===== config.mk =====
export PLATFORM = sky130hd
export DESIGN_NAME = mqfe_top
export DESIGN_NICKNAME = d
export VERILOG_FILES = /design/src/mqfe_fifo.sv /design/src/mqfe_top.sv
export SDC_FILE = /design/constraint.sdc
export NUM_CORES = 2
export LEC_CHECK = 0
export BUFFER_PORTS_ARGS = -buffer_cell sky130_fd_sc_hd__buf_2
export CORE_AREA = 2 2 313 315
export CTS_CLUSTER_SIZE = 30
export DETAILED_ROUTE_END_ITERATION = 6
export DIE_AREA = 0 0 315 317
export GPL_ROUTABILITY_DRIVEN = 0
export PLACE_DENSITY = 0.74
export SYNTH_ARGS = -nofsm -noshare
export SYNTH_HDL_FRONTEND = slang
export SYNTH_SLANG_ARGS = --single-unit

===== constraint.sdc =====
create_clock -name core_clk -period 3.6 [get_ports core_clk]
set_clock_uncertainty 0.1 [all_clocks]
set_input_delay 0.18 -clock core_clk [delete_from_list [all_inputs] [get_ports core_clk]]
set_output_delay 0.18 -clock core_clk [all_outputs]
set_load 0.02 [all_outputs]

===== src/mqfe_fifo.sv =====
// Purpose: constants for the queue block and one 16-word queue store
// Assumes: single clock, synchronous active-low reset
// Notes:   head word comes out of a register, refreshed every cycle
package mqfe_pkg;
    localparam int NUM_QUEUES = 4;
    localparam int QSEL_W     = 2;
    localparam int DEV_W      = 3;
    localparam int DATA_W     = 18;
    localparam int FIFO_DEPTH = 16;
    localparam int CNT_W      = 5;
    localparam int AF_OFFSET  = 4;
    localparam int AE_OFFSET  = 4;
    localparam logic [CNT_W-1:0] AF_THR = 5'h0c;
    localparam logic [CNT_W-1:0] AE_THR = 5'h04;
    localparam logic [QSEL_W-1:0] QSEL_RST = 2'h0;
    localparam logic [DATA_W-1:0] DATA_RST = 18'h00000;
    localparam logic [NUM_QUEUES-1:0] FLAG_RST = 4'hf;
endpackage

`timescale 1ns/1ns
module mqfe_fifo
    import mqfe_pkg::*;
#(
    parameter int WIDTH = DATA_W,
    parameter int DEPTH = FIFO_DEPTH
)
(
    // clock and reset
    input  wire logic                     core_clk,
    input  wire logic                     reset_n,
    // filling side
    input  wire logic                     in_valid,
    output logic                          in_ready,
    input  wire logic [WIDTH-1:0]         in_data,
    // draining side
    output logic                          out_valid,
    input  wire logic                     out_ready,
    output logic [WIDTH-1:0]              out_data,
    output logic [$clog2(DEPTH):0]        count
);
    localparam int AW = $clog2(DEPTH);

    logic [WIDTH-1:0] mem_reg [DEPTH];
    logic [AW-1:0]    wr_ptr_reg;
    logic [AW-1:0]    rd_ptr_reg;
    logic [AW-1:0]    rd_ptr_next;
    logic [AW:0]      count_reg;
    logic [AW:0]      count_next;
    logic [WIDTH-1:0] head_reg;
    logic             push;
    logic             pop;
    logic             bypass;

    assign in_ready    = (count_reg != DEPTH[AW:0]);
    assign out_valid   = (count_reg != '0);
    assign push        = in_valid && in_ready;
    assign pop         = out_valid && out_ready;
    assign rd_ptr_next = pop ? rd_ptr_reg + 1'b1 : rd_ptr_reg;
    assign count_next  = count_reg + {{AW{1'b0}}, push}
                         - {{AW{1'b0}}, pop};
    // a word written into the slot read next must show up as head at once
    assign bypass      = push && (wr_ptr_reg == rd_ptr_next);
    assign out_data    = head_reg;
    assign count       = count_reg;

    always_ff @(posedge core_clk)
    begin
        if (push)
            mem_reg[wr_ptr_reg] <= in_data;
    end

    always_ff @(posedge core_clk)
    begin
        if (!reset_n)
        begin
            wr_ptr_reg <= '0;
            rd_ptr_reg <= '0;
            count_reg  <= '0;
            head_reg   <= '0;
        end
        else
        begin
            wr_ptr_reg <= push ? wr_ptr_reg + 1'b1 : wr_ptr_reg;
            rd_ptr_reg <= rd_ptr_next;
            count_reg  <= count_next;
            head_reg   <= bypass ? in_data : mem_reg[rd_ptr_next];
        end
    end
endmodule


===== src/mqfe_top.sv =====
// Purpose: four-queue store with read/write queue selection, flags
//          and shared status buses for devices in expansion
// Assumes: write and read controllers run on core_clk
// Notes:   tri-state pins are split into out and output enable
//
// What this block does
// - idle queue selection stops output refill
// - idle queue empty, last word held, flag inactive
// - new queue head falls through without enable
// - almost-full asserts two cycles after write
// - almost-full follows new write queue, two cycles
// - almost-full releases one cycle after read
// - almost-empty asserts two cycles after read
// - almost-empty releases one cycle after write
// - unselected reader device floats data and flags
// - unselected writer device floats almost-full flag
// - empty status bus follows selection one cycle
// - status bit index equals queue number
// - old owner floats bus as new drives
// - writer picks full-bus device, shown next cycle
// - full-bus bit rises one cycle after read
// - write to read queue raises empty flag
// - valid flag high means output word invalid
`timescale 1ns/1ns
module mqfe_top
    import mqfe_pkg::*;
(
    // clock and reset
    input  wire logic                  core_clk,
    input  wire logic                  reset_n,
    // board straps
    input  wire logic [DEV_W-1:0]      device_id_pin,
    input  wire logic                  full_expansion_in,
    input  wire logic                  empty_expansion_in,
    output logic                       full_expansion_out,
    output logic                       empty_expansion_out,
    // write port
    input  wire logic                  wr_sel_en,
    input  wire logic                  paf_sel_en,
    input  wire logic [DEV_W-1:0]      wr_sel_dev,
    input  wire logic [QSEL_W-1:0]     wr_sel_queue,
    input  wire logic                  wr_en,
    input  wire logic [DATA_W-1:0]     wr_data,
    output logic                       wr_ready,
    output logic                       almost_full_flag,
    output logic                       almost_full_flag_oe,
    output logic [NUM_QUEUES-1:0]      almost_full_status_bus,
    output logic                       almost_full_status_bus_oe,
    // read port
    input  wire logic                  rd_sel_en,
    input  wire logic                  pae_sel_en,
    input  wire logic [DEV_W-1:0]      rd_sel_dev,
    input  wire logic [QSEL_W-1:0]     rd_sel_queue,
    input  wire logic                  rd_sel_null,
    input  wire logic                  rd_en,
    output logic [DATA_W-1:0]          data_out,
    output logic                       data_out_oe,
    output logic                       output_valid_flag,
    output logic                       output_valid_flag_oe,
    output logic                       almost_empty_flag,
    output logic                       almost_empty_flag_oe,
    output logic [NUM_QUEUES-1:0]      almost_empty_status_bus,
    output logic                       almost_empty_status_bus_oe
);
    function automatic logic [CNT_W-1:0] cnt_after(
        input logic [CNT_W-1:0] cnt,
        input logic             inc,
        input logic             dec
    );
        cnt_after = cnt + {{(CNT_W-1){1'b0}}, inc}
                    - {{(CNT_W-1){1'b0}}, dec};
    endfunction

    // strap synchronisers
    logic [DEV_W-1:0]      id_s1_reg;
    logic [DEV_W-1:0]      id_reg;
    logic [1:0]            xin_s1_reg;
    logic [1:0]            xin_reg;
    logic                  init_done_reg;
    // selection state
    logic [QSEL_W-1:0]     wr_q_reg;
    logic                  wr_own_reg;
    logic [QSEL_W-1:0]     rd_q_reg;
    logic                  rd_null_reg;
    logic                  rd_own_reg;
    logic                  pend_reg;
    logic [QSEL_W-1:0]     pend_q_reg;
    logic                  pend_null_reg;
    logic                  pend_own_reg;
    logic                  first_reg;
    logic                  paf_own_reg;
    logic                  pae_own_reg;
    // output stage and flags
    logic [DATA_W-1:0]     out_data_reg;
    logic                  out_valid_reg;
    logic [NUM_QUEUES-1:0] af_n_reg;
    logic [NUM_QUEUES-1:0] ae_n_reg;
    logic [NUM_QUEUES-1:0] af_n_next;
    logic [NUM_QUEUES-1:0] ae_n_next;
    logic [NUM_QUEUES-1:0] af_bus_reg;
    logic [NUM_QUEUES-1:0] ae_bus_reg;
    logic                  af_sel_reg;
    logic                  ae_sel_reg;
    // queue store wiring
    logic [NUM_QUEUES-1:0] push_vec;
    logic [NUM_QUEUES-1:0] pop_vec;
    logic [NUM_QUEUES-1:0] in_ready_vec;
    logic [NUM_QUEUES-1:0] head_valid_vec;
    logic [DATA_W-1:0]     head_data [NUM_QUEUES];
    logic [CNT_W-1:0]      q_count [NUM_QUEUES];
    logic                  push;
    logic                  pop;
    logic                  force_rd;
    logic                  wr_me;
    logic                  rd_me;

    assign wr_me    = (wr_sel_dev == id_reg);
    assign rd_me    = (rd_sel_dev == id_reg);
    assign push     = wr_en && wr_own_reg && in_ready_vec[wr_q_reg];
    assign wr_ready = wr_own_reg && in_ready_vec[wr_q_reg];
    assign force_rd = (pend_reg && !pend_null_reg) || first_reg;
    // idle queue never pops
    // idle selection blocks the cycle-b read as well
    assign pop      = head_valid_vec[rd_q_reg] && rd_own_reg
                      && !rd_null_reg && !(pend_reg && pend_null_reg)
                      && (rd_en || !out_valid_reg || force_rd);

    genvar g;
    generate
        for (g = 0; g < NUM_QUEUES; g++)
        begin : g_q
            assign push_vec[g] = push && (wr_q_reg == g);
            assign pop_vec[g]  = pop && (rd_q_reg == g);
            // assert on count, release on next count
            assign af_n_next[g] = !((q_count[g] >= AF_THR)
                && (cnt_after(q_count[g], push_vec[g], pop_vec[g])
                    >= AF_THR));
            // same split for the empty side
            assign ae_n_next[g] = !((q_count[g] <= AE_THR)
                && (cnt_after(q_count[g], push_vec[g], pop_vec[g])
                    <= AE_THR));
            mqfe_fifo #(.WIDTH(DATA_W), .DEPTH(FIFO_DEPTH)) u_q (
                .core_clk  (core_clk),
                .reset_n   (reset_n),
                .in_valid  (push_vec[g]),
                .in_ready  (in_ready_vec[g]),
                .in_data   (wr_data),
                .out_valid (head_valid_vec[g]),
                .out_ready (pop_vec[g]),
                .out_data  (head_data[g]),
                .count     (q_count[g])
            );
        end
    endgenerate

    // straps are sampled every cycle, under reset as well; these flops have no reset
    always_ff @(posedge core_clk)
    begin
        id_s1_reg  <= device_id_pin;
        id_reg     <= id_s1_reg;
        xin_s1_reg <= {full_expansion_in, empty_expansion_in};
        xin_reg    <= xin_s1_reg;
    end

    always_ff @(posedge core_clk)
    begin
        if (!reset_n)
        begin
            init_done_reg <= 1'b0;
            wr_q_reg      <= QSEL_RST;
            wr_own_reg    <= 1'b0;
            paf_own_reg   <= 1'b0;
            pae_own_reg   <= 1'b0;
        end
        else
        begin
            init_done_reg <= 1'b1;
            if (wr_sel_en)
            begin
                wr_q_reg   <= wr_sel_queue;
                wr_own_reg <= wr_me;
            end
            // each status bus starts owned when its own expansion-in strap is low, until selected away
            if (!init_done_reg)
            begin
                paf_own_reg <= !xin_reg[1];
                pae_own_reg <= !xin_reg[0];
            end
            else
            begin
                // ownership moves one cycle after selection
                if (paf_sel_en)
                    paf_own_reg <= wr_me;
                if (pae_sel_en)
                    pae_own_reg <= rd_me;
            end
        end
    end

    // read selection: captured, then applied one cycle later
    always_ff @(posedge core_clk)
    begin
        if (!reset_n)
        begin
            pend_reg      <= 1'b0;
            pend_q_reg    <= QSEL_RST;
            pend_null_reg <= 1'b1;
            pend_own_reg  <= 1'b0;
            rd_q_reg      <= QSEL_RST;
            rd_null_reg   <= 1'b1;
            rd_own_reg    <= 1'b0;
            first_reg     <= 1'b0;
        end
        else
        begin
            pend_reg  <= rd_sel_en;
            first_reg <= pend_reg && !pend_null_reg;
            if (rd_sel_en)
            begin
                pend_q_reg    <= rd_sel_queue;
                pend_null_reg <= rd_sel_null;
                pend_own_reg  <= rd_me;
            end
            if (pend_reg)
            begin
                rd_q_reg    <= pend_q_reg;
                rd_null_reg <= pend_null_reg;
                rd_own_reg  <= pend_own_reg;
            end
        end
    end

    always_ff @(posedge core_clk)
    begin
        if (!reset_n)
        begin
            out_data_reg  <= DATA_RST;
            out_valid_reg <= 1'b0;
        end
        else if (pop)
        begin
            out_data_reg  <= head_data[rd_q_reg];
            out_valid_reg <= 1'b1;
        end
        // idle queue: word held, marked invalid
        else if (rd_en || force_rd || (pend_reg && pend_null_reg))
            out_valid_reg <= 1'b0;
    end

    // flags use the selection from one cycle back: two-cycle switch
    always_ff @(posedge core_clk)
    begin
        if (!reset_n)
        begin
            af_n_reg   <= FLAG_RST;
            ae_n_reg   <= FLAG_RST;
            af_bus_reg <= FLAG_RST;
            ae_bus_reg <= FLAG_RST;
            af_sel_reg <= 1'b1;
            ae_sel_reg <= 1'b1;
        end
        else
        begin
            af_n_reg   <= af_n_next;
            ae_n_reg   <= ae_n_next;
            af_bus_reg <= af_n_next;
            ae_bus_reg <= ae_n_next;
            // active flag tracks the registered write queue
            af_sel_reg <= af_n_next[wr_q_reg];
            ae_sel_reg <= ae_n_next[rd_q_reg] || rd_null_reg;
        end
    end

    // float what this device does not own
    assign data_out                   = out_data_reg;
    assign data_out_oe                = rd_own_reg;
    // high while the word shown is not valid
    assign output_valid_flag          = !out_valid_reg;
    assign output_valid_flag_oe       = rd_own_reg;
    // flags read low when almost full or almost empty
    assign almost_empty_flag          = ae_sel_reg;
    assign almost_empty_flag_oe       = rd_own_reg;
    assign almost_full_flag           = af_sel_reg;
    assign almost_full_flag_oe        = wr_own_reg;
    assign almost_full_status_bus     = af_bus_reg;
    assign almost_full_status_bus_oe  = paf_own_reg;
    assign almost_empty_status_bus    = ae_bus_reg;
    assign almost_empty_status_bus_oe = pae_own_reg;
    // polled mode is not built; these stay low
    assign full_expansion_out         = 1'b0;
    assign empty_expansion_out        = 1'b0;

    // checks
    null_hold_a: assert property (@(posedge core_clk) disable iff (!reset_n)
        pend_reg && pend_null_reg |=> output_valid_flag
            && $stable(data_out) && !pop)
        else $error("idle queue did not hold the output");
    fall_thru_a: assert property (@(posedge core_clk) disable iff (!reset_n)
        first_reg && rd_own_reg && head_valid_vec[rd_q_reg] |-> pop
            ##1 !output_valid_flag)
        else $error("new queue head did not fall through");
    ov_level_a: assert property (@(posedge core_clk) disable iff (!reset_n)
        pop |=> !output_valid_flag
            && data_out == $past(head_data[rd_q_reg]))
        else $error("valid flag wrong after a read");
    af_rise_a: assert property (@(posedge core_clk) disable iff (!reset_n)
        push && !wr_sel_en && !pop_vec[wr_q_reg]
            && q_count[wr_q_reg] == AF_THR - 5'h01
            ##1 !wr_sel_en && !pop_vec[wr_q_reg]
        |=> !almost_full_flag)
        else $error("almost full not seen two cycles after write");
    af_fall_a: assert property (@(posedge core_clk) disable iff (!reset_n)
        pop && !push_vec[rd_q_reg] && q_count[rd_q_reg] == AF_THR
        |=> af_bus_reg[$past(rd_q_reg)])
        else $error("almost full not released one cycle after read");
    ae_rise_a: assert property (@(posedge core_clk) disable iff (!reset_n)
        pop && !push_vec[rd_q_reg] && q_count[rd_q_reg] == AE_THR + 5'h01
            ##1 !push_vec[$past(rd_q_reg)] && !pend_reg
        |=> !ae_n_reg[$past(rd_q_reg, 2)])
        else $error("almost empty not seen two cycles after read");
    ae_fall_a: assert property (@(posedge core_clk) disable iff (!reset_n)
        push && !pop_vec[wr_q_reg] && q_count[wr_q_reg] == AE_THR
        |=> ae_n_reg[$past(wr_q_reg)])
        else $error("almost empty not released one cycle after write");
    rd_float_a: assert property (@(posedge core_clk) disable iff (!reset_n)
        pend_reg && !pend_own_reg |=> !data_out_oe
            && !almost_empty_flag_oe && !output_valid_flag_oe)
        else $error("unselected reader still drives");
    wr_float_a: assert property (@(posedge core_clk) disable iff (!reset_n)
        wr_sel_en |=> almost_full_flag_oe == $past(wr_me))
        else $error("almost full flag drive wrong");
    pae_bus_a: assert property (@(posedge core_clk) disable iff (!reset_n)
        init_done_reg && pae_sel_en
        |=> almost_empty_status_bus_oe == $past(rd_me)
            && almost_empty_status_bus == $past(ae_n_next))
        else $error("empty status bus hand-off wrong");
    paf_bus_a: assert property (@(posedge core_clk) disable iff (!reset_n)
        init_done_reg && paf_sel_en
        |=> almost_full_status_bus_oe == $past(wr_me))
        else $error("full status bus hand-off wrong");
    null_c: cover property (@(posedge core_clk) disable iff (!reset_n)
        pend_reg && pend_null_reg ##1 output_valid_flag);
    switch_c: cover property (@(posedge core_clk) disable iff (!reset_n)
        pend_reg && !pend_null_reg ##1 first_reg && pop);
    af_c: cover property (@(posedge core_clk) disable iff (!reset_n)
        !almost_full_flag && almost_full_flag_oe ##1 !wr_ready);
    bus_c: cover property (@(posedge core_clk) disable iff (!reset_n)
        $rose(almost_empty_status_bus_oe));
endmodule


# Word level (Yosys, flattened, before mapping)
# Memories as Yosys holds them, arrays and structs flattened. A register that Yosys moved wholly into a read port is not among the register bits.
# Cells that the tools add are included.
[totals] regBits=107 mem_bits_rw=1152 inputBits=42 output_inout_bits=38 wordCells=191 n_memories=4
[memory_table] memory="g_q[0].u_q.mem_reg" depth=16 word_bits=18 read_ports=1 rd_ports_with_merged_regs=1 write_ports=1 line="mqfe_fifo.sv:43" text="logic [WIDTH-1:0] mem_reg [DEPTH];"
[memory_table] memory="g_q[1].u_q.mem_reg" depth=16 word_bits=18 read_ports=1 rd_ports_with_merged_regs=1 write_ports=1 line="mqfe_fifo.sv:43"
[memory_table] memory="g_q[2].u_q.mem_reg" depth=16 word_bits=18 read_ports=1 rd_ports_with_merged_regs=1 write_ports=1 line="mqfe_fifo.sv:43"
[memory_table] memory="g_q[3].u_q.mem_reg" depth=16 word_bits=18 read_ports=1 rd_ports_with_merged_regs=1 write_ports=1 line="mqfe_fifo.sv:43"
[op_classes] add_sub_neg=24 order_cmp=19 n_eq_ne=14 muxes=30 bitwise_logic=1 reduce_logical=64
[op_table] op="5-bit by 1-bit adder with 5-bit output" count=8
[op_table] op="5-bit by 4-bit greater-or-equal comparator with 1-bit output (second input constant)" count=8
[op_table] op="5-bit by 3-bit <= comparator with 1-bit output (second input constant)" count=8
[op_table] op="5-bit by 1-bit subtractor with 5-bit output" count=8
[op_table] op="18-bit binary-select mux with 2-bit select" count=1
[op_table] op="18-bit two-way mux" count=2
[op_table] op="1-bit logical AND" count=33
[op_table] op="4-bit by 1-bit adder with 4-bit output (second input constant)" count=8
[op_table] op="5-bit != test (second input constant)" count=4
[op_table] op="5-bit nonzero test" count=4
[op_table] op="1-bit two-way mux" count=19
[op_table] op="1-bit zero test" count=18
[op_table] op="4-bit two-way mux" count=4
[op_table] op="1-bit binary-select mux with 2-bit select" count=4
[op_table] op="2-bit == test (second input constant)" count=4
[op_table] op="3-bit == test" count=2
[op_table] op="1-bit logical OR" count=6
[op_table] op="2-bit by 3-bit < comparator with 1-bit output (second input constant)" count=2
[op_table] op="2-bit by 1-bit == test with 1-bit output (second input constant)" count=2
[op_table] op="2-bit zero test" count=2
[op_table] op="2-bit != test (second input constant)" count=2
[op_table] op="3-bit greater-or-equal comparator (second input constant)" count=1
[op_table] op="2-bit NOT with 3-bit output" count=1
[op_table] op="2-bit nonzero test" count=1

# Logic depth before layout (Yosys ltp)
[logic_depth] word_depth=15 mapped_depth=21 ltp_nobuf=20

# By module
# From an unflattened synthesis, not the netlist that was laid out.
[hier_totals] hier_cells=4401 area_unflattened_um2=66000.8
[modules_own_cells] module="mqfe_fifo at g_q[2].u_q ..." instances=2 cells_per_inst=956 area_each_um2=15697.6 seq_area_each_um2=9268.9
[modules_own_cells] module="mqfe_fifo at g_q[1].u_q" instances=1 cells_per_inst=1041 area_each_um2=15811.4 seq_area_each_um2=9268.9
[modules_own_cells] module="mqfe_fifo at g_q[0].u_q" instances=1 cells_per_inst=1078 area_each_um2=15036.9 seq_area_each_um2=9268.9
[modules_own_cells] module="mqfe_top" instances=1 cells_per_inst=370 area_each_um2=3757.4 seq_area_each_um2=1101.1

# Worst setup path after synthesis
# No wires, ideal clock.
[synth_timing] kind="register to register" startpoint="reg g_q[1].u_q.count_reg[2]" endpoint="reg ae_sel_reg, in the netlist almost_empty_flag" setup_ns=0.132 t_arrival_ns=3.875 required_time_ns=3.368 path_slack_ns=-0.508 path_stages_with_launch=22 path_buffers=1 synth_period_minus_slack_ns=4.108 cell_sequence="dfxtp_1 > inv_1 > ha_1 > nand4_1 > nand4_1 > a21oi_1 > and3_1 > clkbuf_1 > inv_1 > ha_1 > inv_1 > ha_1 > inv_1 > fa_1 > inv_1 > a21oi_1 > nor2_1 > nor2_1 > xor2_1 > nor4_1 > mux4_2 > nand3b_1"
[synth_between] elab_chain_len=15 elab_cells_between_ends=43 classes_between="8 x add/sub; 5 x order compare; 1 x eq/ne; 6 x mux; 23 x reduce/logical"
[synth_rtl] item="from (decl)" line="mqfe_fifo.sv:47" text="logic [AW:0] count_reg;"
[synth_rtl] item="from (signal assigned)" line="mqfe_fifo.sv:85" text="count_reg <= count_next;"
[synth_rtl] item="branches (longest 12 deep; another with 5-bit by 1-bit adder with 5-bit output)"
[synth_rtl] item="1-bit binary-select mux with 2-bit select (*)" line="mqfe_top.sv:270" text="ae_sel_reg <= ae_n_next[rd_q_reg] || rd_null_reg;"
[synth_rtl] item="1-bit two-way mux (implied by the code) (*)" line="mqfe_top.sv:270"
[synth_rtl] item="1-bit logical OR (*)" line="mqfe_top.sv:270"
[synth_rtl] item="to (signal assigned)" line="mqfe_top.sv:270"
[synth_rtl] item="to (decl)" line="mqfe_top.sv:103" text="logic ae_sel_reg;"
# Mark *: on every way between the ends. The select of a mux whose other input is x is not followed.
# A chain may end at the register's enable or synchronous reset.

# Final worst setup path
[layout_timing] startpoint="reg g_q[0].u_q.count_reg[2]" endpoint="reg ae_sel_reg, in the netlist almost_empty_flag"
[layout_between] elab_chain_len=15 elab_cells_between_ends=43 classes_between="8 x add/sub; 5 x order compare; 1 x eq/ne; 6 x mux; 23 x reduce/logical"
[layout_rtl] item="from (decl)" line="mqfe_fifo.sv:47"
[layout_rtl] item="from (signal assigned)" line="mqfe_fifo.sv:85"
[layout_rtl] item="branches (longest 12 deep; another with 5-bit by 1-bit adder with 5-bit output)"
[layout_rtl] item="1-bit binary-select mux with 2-bit select (*)" line="mqfe_top.sv:270"
[layout_rtl] item="1-bit two-way mux (implied by the code) (*)" line="mqfe_top.sv:270"
[layout_rtl] item="1-bit logical OR (*)" line="mqfe_top.sv:270"
# Marks and branches as above.

==> results.ini <==
[critical_path]
cpMaxStageDelayCell=fa_2
startpoint_type=flop
path_cells=inv_2 > ha_4 > nand4_1 > nand4_1 > a21oi_4 > and3_4 > inv_2 > ha_4 > inv_1 > ha_2 > inv_2 > fa_2 > inv_2 > a21oi_2 > nor2_1 > nor2_1 > xor2_1 > nor4_1 > buf_4 > mux4_2 > nand3b_1
cp.arrival_ns=4.08
crit_path_frequent_cell=inv_2
worstSetupEndpointType=flop
r2r_slack_ns=0.01
required_ns=4.09
critPathMaxFanout=2
path_class=reg -> reg
max_stage_delay_ns=0.39

[grt]
antenna_found_initial=4
grt_max_degree=88
grt_usage_pct=28.0
first_global_vias=33500
grt_pass1_wl_um=208000
gr-total-overflow=0

[routing]
via_count=34600
firstDrtPassIters=5
wl_per_cell_um=24.3
ant_nets=0
drt_iter0_drc=4162
drc=0
vias_per_cell=6.05
drt-total-wl_um=139000

[sta]
fin_ws_ns=0.0107
slew_headroom_pct=14.5
hold_violations=0
fmax_ghz=0.279
hold-worst-slack_ns=0.0184
fin_crit_ns=3.59
tns_ns=0
worst_pin_slew_ns=1.28
fin_crit_sh_pct=99.7
finalMaxSlewViolations=0
setup_viol_count_final=0
rsz0062_at_grt=true

[place]
hpwl_um=84000
io_buffers=77
place_ws_ns=-0.0470
placed_area_um2=57100
dp_cells=5422

[synthesis]
synth_top_area_share_pct=64.6
synth-simple-area-share_pct=12.2
yosysWarnings=0
synth.distinct_cells=81
synth_area_per_cell_um2=13.3
yosys.area_share.xor_xnor_pct=1.32
ys.flop_type=edfxtp_1
muxShareOfSynthArea_pct=4.17
ys_top_cells_by_area=edfxtp_1 (65%), dfxtp_1 (6.7%), nand2_1 (5.7%)
async_flop_share_pct=0
synth-seq-area-share_pct=71.3
synth_compound_area_share_pct=6.54
syn_area_um2=53600
syn_inst=4034
synthAdderAreaFrac_pct=1.98
synth_seq_cells=1331
synth_top_family_by_area=simple AND/OR/NAND/NOR gates
yosysTopAreaCell=edfxtp_1
synth_edf_count=1152

[status]
status=finished, final reports clean

[finish]
nets=4462
largest_reg_flops=1152
synthToLayoutAreaGrowth_pct=15.9
fin_util_pct=64.4
stdcell_count=5721
regArea_um2=38200
multi_input_area_um2=14400
design_area_um2=62000
final_cell_mix=edfxtp_1 (1152), nand2_1 (817), nor2_1 (284), nand3_1 (261), buf_4 (251)
layout_commonest_cell=edfxtp_1
n_antenna_cell=0
drive_gt1_share_pct=15.1
nFillCells=6786

[flow_run]
maxCapViolCount=0

[clock_network]
clkTransAtPathRegs_ns=0.06
clk_latency_ns=0.76
htreeDepth=4
cts_tree=built
clockBufferDepth=3
cts_sinks=1331
cts_buffers=133
root_buffer=clkbuf_16

[floorplanning]
coreArea_um2=96300
initial_core_util_pct=55.6
die_h_um=317
ios=80
dieArea_um2=99900
num_rows=114
die_w_um=315

[power_and_ir_drop]
vdd_ir_drop_max_uv=464
power.total_mw=30.9
leakagePower_nw=22.5
p_per_area_nw_per_um2=497

[worst_hold_path]
hp-class=in -> reg

==> what timing repair did <==
| item | 4_1_cts | 5_1_grt |
|---|---|---|
| resized for setup | 4 | 35 |
| endpoints found under the hold margin | 320 | 0 |
| hold buffers | 42 | 0 |
| endpoints found under the setup margin | 1 | 46 |
| setup buffers | 2 | 15 |
| pin swaps | 7 | 19 |
==> kinds of logic (layout without fill, tap and decap cells) <==
logic type,Yosys count,after routing
compound gates,510,510
xor+xnor,72,72
fa+ha+maj,80,80
buf+inv,303,713
flops,1331,1331
mux,199,199
other cells,1,2
simple gates,1538,1538
==> cells in the mapped netlist, types with 6 or more instances <==
library cell / count
a211oi_1: 6
a21o_1: 9
a21oi_1: 98
a222oi_1: 18
a31oi_1: 91
a32oi_1: 74
and2_1: 15
and3_1: 7
buf_1: 22
buf_2: 75
buf_4: 21
clkbuf_1: 112
dfxtp_1: 179
edfxtp_1: 1152
fa_1: 8
ha_1: 72
inv_1: 69
mux2i_1: 179
mux4_2: 19
nand2_1: 818
nand2b_1: 13
nand3_1: 261
nand4_1: 66
nor2_1: 293
nor2b_1: 9
nor3_1: 24
o2111ai_1: 19
o211ai_1: 59
o21a_1: 21
o21ai_0: 54
o21ai_1: 30
or3_1: 6
xnor2_1: 35
xor2_1: 30
==> worst paths after layout <==
kind	depth (start not counted)	to	start
min reg2reg	0	xin_reg[0]	xin_s1_reg[0]
min	6	pend_own_reg	rd_sel_dev[1]
max	21	almost_empty_flag	g_q[0].u_q.count[2]
max reg2reg	21	almost_empty_flag	g_q[0].u_q.count[2]
==> where the power goes <==
group	switching, mW	total, mW	leakage (nW)	internal, mW
combinational	0.425	0.582	8.63	0.156
clock	5.80	13.5	2.08	7.66
sequential	0.0414	16.8	11.8	16.8
total	6.26	30.9	22.5	24.6
==> worst max-delay path: cells and delay by family (launching register included) <==
kind / cells / cell delay (ns)
AOI/OAI and AO/OA: 2 / 0.19
and+or+nand+nor: 7 / 1.02
DFF: 1 / 0.34
buffers and inverters: 6 / 0.42
adders and majority gates: 4 / 0.94
muxes: 1 / 0.23
xor gates and xnor gates: 1 / 0.17
==> metal layers <==
layer	vias to the layer above	GRT usage, %	share of wire [%]
li1	15500	-	-
met1	17000	38.8	40
met2	1851	44.8	47
met3	280	5.05	9.6
met4	0	10.2	3.4
met5	-	0	0
==> area by class of cell <==
cell class	instances	area share, %
clock inverters	57	0.928
multi-input cells	2401	23.2
inverters	70	0.423
repair buffers	403	5.40
clock buffers	183	5.93
flip-flops and latches	1331	61.6
well taps	1276	2.57
Note: power is estimated with default switching activity, not from simulation.
